### src/verilog/gbe_shaping_pkg.sv
// Shared constants and types for the host request shaping block
package gbe_shaping_pkg;

   // Clock
   localparam int unsigned CLK_HZ = 50_000_000;

   // Request shaping
   localparam int unsigned LEN_W       = 16;
   localparam logic [12:0] PAGE_BYTES  = 13'h1000;
   localparam logic [7:0]  MAX_REQ     = 8'h80;

   // Line rate codes
   localparam logic [1:0]  SPD_10      = 2'h0;
   localparam logic [1:0]  SPD_100     = 2'h1;
   localparam logic [1:0]  SPD_1000    = 2'h2;

   // Management link rates, half period in clock cycles (rounded up)
   localparam int unsigned MGMT_100K_HZ = 100_000;
   localparam int unsigned MGMT_400K_HZ = 400_000;
   localparam int unsigned MGMT_1M_HZ   = 1_000_000;
   localparam logic [7:0]  MGMT_DIV_100K =
      8'((CLK_HZ + 2 * MGMT_100K_HZ - 1) / (2 * MGMT_100K_HZ));
   localparam logic [7:0]  MGMT_DIV_400K =
      8'((CLK_HZ + 2 * MGMT_400K_HZ - 1) / (2 * MGMT_400K_HZ));
   localparam logic [7:0]  MGMT_DIV_1M   =
      8'((CLK_HZ + 2 * MGMT_1M_HZ - 1) / (2 * MGMT_1M_HZ));
   localparam logic [1:0]  MGMT_SEL_100K = 2'h0;
   localparam logic [1:0]  MGMT_SEL_400K = 2'h1;
   localparam logic [1:0]  MGMT_SEL_1M   = 2'h2;

   // Buffer and frame limits
   localparam logic [14:0] RX_BUF_MIN    = 15'h0100;
   localparam logic [14:0] RX_BUF_MAX    = 15'h4000;
   localparam logic [5:0]  FIFO_TOTAL_KB = 6'h20;
   localparam logic [13:0] JUMBO_MAX     = 14'h233A;
   localparam logic [47:0] MAC_BCAST     = 48'hFFFF_FFFF_FFFF;

   // Shaper states
   typedef enum logic [0:0] {
      SHP_IDLE,
      SHP_ISSUE
   } shp_state_t;

   // One outgoing bus request
   typedef struct packed {
      logic [63:0] addr;
      logic [7:0]  len;
      logic        write;
      logic        last;
   } bus_req_t;

   // Incoming master request from the DMA engines
   typedef struct packed {
      logic [63:0]      addr;
      logic [LEN_W-1:0] len;
      logic             write;
   } dma_req_t;

   // Received header summary for filtering
   typedef struct packed {
      logic [47:0] dst_mac;
      logic [31:0] hash;
      logic        wake_pkt;
      logic [47:0] wake_mac;
   } rx_hdr_t;

   // Whole block state
   typedef struct packed {
      shp_state_t       state;
      logic             req_ready;
      logic             bus_valid;
      bus_req_t         bus;
      logic [LEN_W-1:0] rem;
      logic [1:0]       lan_port;
      logic             lan_en;
      logic [1:0]       link_speed;
      logic             link_full;
      logic             link_err;
      logic             mgmt_active;
      logic             mgmt_clk;
      logic [7:0]       mgmt_cnt;
      logic [14:0]      rx_buf_size;
      logic [5:0]       rx_fifo_kb;
      logic [5:0]       tx_fifo_kb;
      logic             frame_valid;
      logic             frame_ok;
      logic             rx_valid;
      logic             rx_accept;
      logic             rx_queue;
      logic             wake;
      logic             pdown;
   } st_t;

   localparam st_t ST_RST = '0;

endpackage : gbe_shaping_pkg
### src/verilog/gbe_host_request_shaping.sv
// Host request shaper with link, buffer, filter and wake control
// How it works
// - Split requests so none crosses 4 KB
// - Straddling buffer yields several bus requests
// - Each request at most 128 bytes, reads aligned
// - Writes start anywhere, may cross 64 bytes
// - Full duplex always, half only 10/100
// - Gigabit only in working state
// - Management link runs at three rates
// - Attached port transmits at half rate
// - Port setup loaded from NVM, no detect
// - Soft reset spares only the NVM port setup
// - Receive buffer size clamped to range
// - FIFO split in 1 KB steps of 32
// - Frames up to 9018 bytes accepted
// - Hash spreads receive over two queues
// - Bus addresses are 64 bits wide
// - Unicast, multicast hash, broadcast, promiscuous
// - Active and powered-down states supported
// - Wake on packet holding own address
`timescale 1ns/1ps

module gbe_host_request_shaping
   import gbe_shaping_pkg::*;
#(
   parameter int unsigned MC_TABLE_W = 128
) (
   input  wire logic                  ref_clk_i,          // 50 MHz clock
   input  wire logic                  srst_i,             // Sync reset
   input  wire logic                  sw_rst_i,           // Software reset
   // DMA request side
   input  wire logic                  req_valid_i,        // Request offered
   input  wire dma_req_t              req_i,              // Request fields
   output logic                       req_ready_o,        // Request taken
   // Bus side
   output logic                       bus_valid_o,        // Chunk offered
   output bus_req_t                   bus_req_o,          // Chunk fields
   input  wire logic                  bus_ready_i,        // Chunk taken
   // NVM loaded port setup
   input  wire logic                  nvm_valid_i,        // NVM load strobe
   input  wire logic                  nvm_lan_en_i,       // Port attached
   input  wire logic [1:0]            nvm_lan_port_i,     // Port number
   output logic                       lan_en_o,           // Port attached
   output logic [1:0]                 lan_port_o,         // Port number
   output logic                       lane_half_rate_o,   // Half rate tx
   // Link and power
   input  wire logic [1:0]            speed_req_i,        // Wanted rate
   input  wire logic                  half_req_i,         // Wanted half
   input  wire logic                  sys_s0_i,           // Working state
   input  wire logic                  power_d3_i,         // Powered down
   input  wire logic [1:0]            mgmt_rate_i,        // Mgmt rate sel
   output logic [1:0]                 link_speed_o,       // Granted rate
   output logic                       link_full_o,        // Full duplex
   output logic                       link_err_o,         // Request altered
   output logic                       mgmt_active_o,      // Mgmt link used
   output logic                       mgmt_clk_o,         // Mgmt link clock
   output logic                       pdown_o,            // MAC powered down
   // Buffers
   input  wire logic [14:0]           rx_buf_req_i,       // Buffer bytes
   input  wire logic [5:0]            rx_fifo_req_i,      // Rx FIFO in KB
   output logic [14:0]                rx_buf_size_o,      // Clamped size
   output logic [5:0]                 rx_fifo_kb_o,       // Rx FIFO KB
   output logic [5:0]                 tx_fifo_kb_o,       // Tx FIFO KB
   // Frame length check
   input  wire logic                  frame_valid_i,      // Length strobe
   input  wire logic [13:0]           frame_len_i,        // Frame bytes
   output logic                       frame_valid_o,      // Result strobe
   output logic                       frame_ok_o,         // Length legal
   // Receive filter and wake
   input  wire logic                  rx_valid_i,         // Header strobe
   input  wire rx_hdr_t               rx_hdr_i,           // Header fields
   input  wire logic [47:0]           station_mac_i,      // Own address
   input  wire logic [MC_TABLE_W-1:0] mc_table_i,         // Multicast table
   input  wire logic                  bcast_en_i,         // Take broadcast
   input  wire logic                  promisc_i,          // Take all
   input  wire logic                  hash_spread_en_i,   // Two queues on
   input  wire logic                  wake_en_i,          // Wake enabled
   input  wire logic                  wake_clr_i,         // Clear wake
   output logic                       rx_valid_o,         // Decision strobe
   output logic                       rx_accept_o,        // Frame kept
   output logic                       rx_queue_o,         // Queue index
   output logic                       wake_o              // Wake pending
);

   localparam int unsigned MC_IDX_W = $clog2(MC_TABLE_W);

   st_t q;
   st_t d;

   // Largest legal chunk at an address for the remaining length
   function automatic logic [7:0] chunk_len(
      input logic [63:0]      a,
      input logic [LEN_W-1:0] rem,
      input logic             wr
   );
      logic [12:0]      to_page;
      logic [7:0]       cap;
      logic [LEN_W-1:0] lim;
      to_page = PAGE_BYTES - {1'b0, a[11:0]};
      // Reads end on a 128-byte line, writes only cap the size
      cap = wr ? MAX_REQ : MAX_REQ - {1'b0, a[6:0]};
      lim = rem;
      if ({3'h0, to_page} < lim) begin
         lim = {3'h0, to_page};
      end
      if ({8'h00, cap} < lim) begin
         lim = {8'h00, cap};
      end
      return lim[7:0];
   endfunction : chunk_len

   logic [7:0]       first_len;
   logic [7:0]       next_len;
   logic [63:0]      next_addr;
   logic [LEN_W-1:0] next_rem;
   logic [7:0]       mgmt_div;
   logic [1:0]       lan_port_keep;
   logic             lan_en_keep;
   logic             mc_hit;
   logic             uc_hit;
   logic             bc_hit;
   logic             wake_hit;

   // Next state of the whole block
   always_comb begin
      d         = q;
      first_len = chunk_len(req_i.addr, req_i.len, req_i.write);
      next_addr = q.bus.addr + {56'h0, q.bus.len};
      next_rem  = q.rem - {8'h00, q.bus.len};
      next_len  = chunk_len(next_addr, next_rem, q.bus.write);

      // Request shaper
      case (q.state)
         SHP_IDLE: begin
            d.req_ready = ~power_d3_i;
            if (q.req_ready && req_valid_i &&
                req_i.len != '0) begin
               d.req_ready    = 1'b0;
               d.bus_valid    = 1'b1;
               d.bus.addr     = req_i.addr;
               d.bus.write    = req_i.write;
               d.bus.len      = first_len;
               d.bus.last     = ({8'h00, first_len} == req_i.len);
               d.rem          = req_i.len;
               d.state        = SHP_ISSUE;
            end
         end
         SHP_ISSUE: begin
            if (bus_ready_i) begin
               if (q.bus.last) begin
                  d.bus_valid = 1'b0;
                  d.req_ready = ~power_d3_i;
                  d.state     = SHP_IDLE;
               end else begin
                  // Buffer over a boundary goes out in pieces
                  d.bus.addr  = next_addr;
                  d.bus.len   = next_len;
                  d.bus.last  = ({8'h00, next_len} == next_rem);
                  d.rem       = next_rem;
               end
            end
         end
         default: begin
            d.state     = SHP_IDLE;
            d.bus_valid = 1'b0;
         end
      endcase

      // Port setup from NVM, no presence detection
      if (nvm_valid_i) begin
         d.lan_en   = nvm_lan_en_i;
         d.lan_port = nvm_lan_port_i;
      end

      // Link rate and duplex grant
      d.link_speed = speed_req_i;
      d.link_full  = ~half_req_i;
      d.link_err   = 1'b0;
      if (speed_req_i != SPD_10 && speed_req_i != SPD_100 &&
          speed_req_i != SPD_1000) begin
         d.link_speed = SPD_100;
         d.link_err   = 1'b1;
      end
      if (speed_req_i == SPD_1000 && !sys_s0_i) begin
         d.link_speed = SPD_100;
         d.link_err   = 1'b1;
      end
      if (d.link_speed == SPD_1000 && half_req_i) begin
         d.link_full  = 1'b1;
         d.link_err   = 1'b1;
      end

      // Management link clock in low power states
      case (mgmt_rate_i)
         MGMT_SEL_400K: mgmt_div = MGMT_DIV_400K;
         MGMT_SEL_1M:   mgmt_div = MGMT_DIV_1M;
         MGMT_SEL_100K: mgmt_div = MGMT_DIV_100K;
         default:       mgmt_div = MGMT_DIV_100K;
      endcase
      d.mgmt_active = ~sys_s0_i;
      if (q.mgmt_active) begin
         if (q.mgmt_cnt >= mgmt_div - 8'h01) begin
            d.mgmt_cnt = 8'h00;
            d.mgmt_clk = ~q.mgmt_clk;
         end else begin
            d.mgmt_cnt = q.mgmt_cnt + 8'h01;
         end
      end else begin
         d.mgmt_cnt = 8'h00;
         d.mgmt_clk = 1'b0;
      end
      d.pdown = power_d3_i;

      // Buffer sizing
      d.rx_buf_size = rx_buf_req_i;
      if (rx_buf_req_i < RX_BUF_MIN) begin
         d.rx_buf_size = RX_BUF_MIN;
      end else if (rx_buf_req_i > RX_BUF_MAX) begin
         d.rx_buf_size = RX_BUF_MAX;
      end
      d.rx_fifo_kb = (rx_fifo_req_i > FIFO_TOTAL_KB) ?
                     FIFO_TOTAL_KB : rx_fifo_req_i;
      d.tx_fifo_kb = FIFO_TOTAL_KB - d.rx_fifo_kb;

      // Frame length check
      d.frame_valid = frame_valid_i;
      if (frame_valid_i) begin
         d.frame_ok = (frame_len_i <= JUMBO_MAX);
      end

      // Address filter and queue choice
      uc_hit   = (rx_hdr_i.dst_mac == station_mac_i);
      bc_hit   = (rx_hdr_i.dst_mac == MAC_BCAST) & bcast_en_i;
      mc_hit   = rx_hdr_i.dst_mac[40] &
                 mc_table_i[rx_hdr_i.dst_mac[47 -: MC_IDX_W]];
      d.rx_valid = rx_valid_i;
      if (rx_valid_i) begin
         d.rx_accept = promisc_i | uc_hit | bc_hit | mc_hit;
         d.rx_queue  = hash_spread_en_i & rx_hdr_i.hash[0];
      end

      // Wake flag, set wins over clear
      wake_hit = rx_valid_i & wake_en_i & rx_hdr_i.wake_pkt &
                 (rx_hdr_i.wake_mac == station_mac_i);
      if (wake_hit) begin
         d.wake = 1'b1;
      end else if (wake_clr_i) begin
         d.wake = 1'b0;
      end

      // Software reset keeps the loaded port setup
      lan_port_keep = d.lan_port;
      lan_en_keep   = d.lan_en;
      if (sw_rst_i) begin
         d          = ST_RST;
         d.lan_port = lan_port_keep;
         d.lan_en   = lan_en_keep;
      end
   end

   // State register
   always_ff @(posedge ref_clk_i) begin
      if (srst_i) begin
         q <= ST_RST;
      end else begin
         q <= d;
      end
   end

   // Outputs straight from the state register
   assign req_ready_o      = q.req_ready;
   assign bus_valid_o      = q.bus_valid;
   assign bus_req_o        = q.bus;
   assign lan_en_o         = q.lan_en;
   assign lan_port_o       = q.lan_port;
   assign lane_half_rate_o = q.lan_en;
   assign link_speed_o     = q.link_speed;
   assign link_full_o      = q.link_full;
   assign link_err_o       = q.link_err;
   assign mgmt_active_o    = q.mgmt_active;
   assign mgmt_clk_o       = q.mgmt_clk;
   assign pdown_o          = q.pdown;
   assign rx_buf_size_o    = q.rx_buf_size;
   assign rx_fifo_kb_o     = q.rx_fifo_kb;
   assign tx_fifo_kb_o     = q.tx_fifo_kb;
   assign frame_valid_o    = q.frame_valid;
   assign frame_ok_o       = q.frame_ok;
   assign rx_valid_o       = q.rx_valid;
   assign rx_accept_o      = q.rx_accept;
   assign rx_queue_o       = q.rx_queue;
   assign wake_o           = q.wake;

endmodule : gbe_host_request_shaping

### config.mk
export PLATFORM = sky130hd
export DESIGN_NAME = gbe_host_request_shaping
export DESIGN_NICKNAME = d
export VERILOG_FILES = /design/src/verilog/gbe_shaping_pkg.sv /design/src/verilog/gbe_host_request_shaping.sv
export SDC_FILE = /design/constraint.sdc
export NUM_CORES = 1
export LEC_CHECK = 0
export ABC_CLOCK_PERIOD_IN_PS = 18000
export BUFFER_PORTS_ARGS = -buffer_cell sky130_fd_sc_hd__buf_2
export CORE_AREA = 8 8 214 216
export DETAILED_ROUTE_END_ITERATION = 6
export DIE_AREA = 0 0 222 224
export GPL_TIMING_DRIVEN = 0
export SYNTH_ARGS = -nofsm -noshare
export SYNTH_HDL_FRONTEND = slang
export SYNTH_SLANG_ARGS = --single-unit
### constraint.sdc
create_clock -name ref_clk_i -period 18 [get_ports ref_clk_i]
set_clock_uncertainty 0.15 [all_clocks]
set_input_delay 2.7 -clock ref_clk_i [delete_from_list [all_inputs] [get_ports ref_clk_i]]
set_output_delay 2.7 -clock ref_clk_i [all_outputs]
set_load 0.005 [all_outputs]
==> reports/results.txt <==
Antenna-violating nets left: 0
Seq/Total Area, Yosys: 0.216
Vias per inst: 5.55
Gr busiest metal: met2
Mapped Cells: 1742
Hold/Removal Path Class: reg2reg
DR vias: 15800
Setup crit end kind: flop
Die Y: 224 µm
Number of global-route vias before repair: 16200
Clk_lat worst skew: 0.46 ns
Setup repair bufs after CTS: 0
Status: finished, final reports clean
DR pass1 iterations: 6
Tmin final: 10.05 ns
CTS H-Tree Depth: 4
Final Hold Fails: 0
Largest net degree at the start of global routing: 17
Die W: 222 µm
Clock root buffer: clkbuf_16
Synthesis-stage register bit count: 143
Max frequency: 0.0995 GHz
Fin util: 0.406
Setup Crit Path Kind: in2reg
Post-Route WL: 72900 µm
Routed wire per std cell: 25.5 µm
Worst-Margin Slew: 1.19 ns
Slew HR: 0.201
Startpoint types: input pin
Share of layout cells above drive strength 1: 0.311
Max-cap viol count: 0
Setup_tns: 0 ns
Hold buffer count at CTS: 0
Grt met3 use: 0.0566
Cell variety after synth: 84
Post-synth EDFFs: 0
Post_cts resized: 0
Reg clk slew, reported paths: 0.07 ns
IO buf count: 527
Finished Layout Cells: 2854
Post-Synthesis Net Count: 2255
CP Data Required Time: 18.22 ns
Largest cells by area after synthesis: dfxtp_1 22%, xnor2_1 8.2%, ha_1 6.3%
RSZ-0062 raised after global routing: no
Final nets: 2801
Synth-to-Final Area Change: 30.1%
Lkg Pwr: 7.59 nW
Critical Path Fanout Max: 10
DRC Markers: 0
Detailed Place HPWL: 61800 µm
Clock Sinks: 143
Ys Warns: 0
First-pass GRT wire length: 104000 µm
Post-synth ARST share: 0
Clk buf depth: 2
Gr usage total: 0.278
Starting DRC count in detailed routing: 1400
Critical Path Most Common Cell: ha_1
Placed cell count: 2815
Slew Limit Fails: 0
GR Layer Usage met2: 0.515
Die area: 49700 µm²
Initial antenna violation count: 12
Worst EP arrival: 10.27 ns
Initial core utilization: 0.312
Post-synth top area share: 0.216
Setup Viol. Count Final: 0
Row count: 76
Ports: 564
PwrDens: 63.5 nW/µm²
Cts bufs inserted: 17
Grt ovf: 0
Final Cycle Share: 0.558
Post-Synthesis Cell Area: 13300 µm²
Placer Congestion: 0.970
Crit-path max cell delay: 0.64 ns
Critical path's slowest cell: nor3_1
Main synth FF type: dfxtp_1
CTS tree: yes
Cell area after layout: 17300 µm²
Syn Area/Cell: 7.62 µm²
Worst vdd rail ir drop: 0.0000590 V
Met1 GRT Util: 0.283
Core ar.: 42500 µm²
Leading area contributor after synthesis: dfxtp_1
Layout fillers: 4517
Placed cell areas: 16600 µm²
## metrics by stage
| stage | total power [mW] | worst slack, ns | hold slack, ns |
|---|---|---|---|
| detailed placement | 0.689 | 7.72 | 0.310 |
| global placement | 0.687 | 7.52 | 0.304 |
| CTS | 1.10 | 8.14 | 0.319 |
| global route | 1.15 | 7.56 | 0.343 |
| floorplan | 0.541 | 9.90 | 0.294 |
| finish | 1.10 | 7.95 | 0.316 |
## synth_stat cells (25+ instances only)
cell,count
a21oi_1,102
and2_1,25
dfxtp_1,143
nand3_1,49
ha_1,67
o21ai_0,86
xor2_1,49
buf_4,106
clkbuf_1,74
mux2i_1,47
inv_1,67
a221oi_1,36
nor4_1,35
nor2_1,203
nand2_1,117
xnor2_1,124
nor3_1,73
nand4_1,48
## logic make-up after synthesis
family          Yosys count  synth area share
simple gates            632             0.231
compound gates          395             0.199
other cells               1          0.000283
xor+xnor                173             0.114
flops                   143             0.216
mux                      69            0.0688
fa+ha+maj                69            0.0662
buf+inv                 260             0.105
## cells in the final DEF (no fill, tap or decap), drive strengths merged, types with 6 or more instances in the layout
| cell | n |
|---|---|
| a211oi | 25 |
| a21o | 12 |
| a21oi | 102 |
| a221oi | 36 |
| a22oi | 23 |
| a31oi | 8 |
| and2 | 26 |
| and3 | 20 |
| buf | 646 |
| clkbuf | 91 |
| dfxtp | 143 |
| diode | 7 |
| ha | 67 |
| inv | 74 |
| mux2i | 47 |
| mux4 | 17 |
| nand2 | 117 |
| nand2b | 14 |
| nand3 | 49 |
| nand4 | 48 |
| nor2 | 204 |
| nor2b | 11 |
| nor3 | 75 |
| nor4 | 36 |
| o211ai | 9 |
| o21ai | 87 |
| o221ai | 18 |
| o22ai | 13 |
| o31ai | 14 |
| or4 | 6 |
| xnor2 | 124 |
| xor2 | 49 |
## state kept, by name, indices dropped and copies added, names as in the netlist
signal and count:
lan_port_o 2, mgmt_clk_o 1, req_ready_o 1, wake_o 1
pdown_o 1, link_full_o 1, mgmt_active_o 1, link_err_o 1
tx_fifo_kb_o 5, frame_ok_o 1, frame_valid_o 1, rx_queue_o 1
bus_req_o 74, lan_en_o 1, rx_valid_o 1, rx_buf_size_o 15
rx_fifo_kb_o 6, rx_accept_o 1, link_speed_o 2, bus_valid_o 1
q 25
## routing by layer
metal | wire (µm) | share of wire | vias to the layer above
li1 | - | - | 7319
met1 | 25700 | 0.35 | 7480
met2 | 37400 | 0.51 | 839
met3 | 5070 | 0.070 | 187
met4 | 4780 | 0.066 | 2
met5 | 8 | 0.00011 | -
## worst max-delay path, delay by kind of cell
family | cells | cell delay [ns]
buf+inv | 4 | 0.88
compound gates | 6 | 1.89
simple gates | 9 | 2.98
fa+ha+maj | 3 | 0.91
mux | 2 | 0.42
xor+xnor | 1 | 0.48
## report_power, final
part           internal [mW]  switching [mW]
combinational          0.148           0.213
clock                  0.238           0.170
sequential             0.322         0.00432
## worst paths after layout
kind / startpoint / endpoint / slack (ns) / cells past startpoint
setup / recovery: req_i[17] / bus_req_o[0]$_SDFFE_PP0P_ / 7.95 / 25
hold / removal: rx_queue_o$_SDFFE_PP0P_ / rx_queue_o$_SDFFE_PP0P_ / 0.32 / 2
setup reg to reg: bus_req_o[10]$_SDFFE_PP0P_ / bus_req_o[0]$_SDFFE_PP0P_ / 10.04 / 33
hold reg to reg: rx_queue_o$_SDFFE_PP0P_ / rx_queue_o$_SDFFE_PP0P_ / 0.32 / 2
## area by class of cell
class                      instances  area [µm²]  area share
clock buffer                      17         425      0.0246
inverter                          67         251      0.0146
clock inverter                    15         226      0.0131
multi-input combinational       1339        9020       0.523
timing repair buffer             527        2640       0.153
tap                              546         683      0.0396
buffer                           193        1140      0.0659
sequential                       143        2860       0.166
antenna                            7        17.5     0.00101
Power figures use the tool's default switching activity.
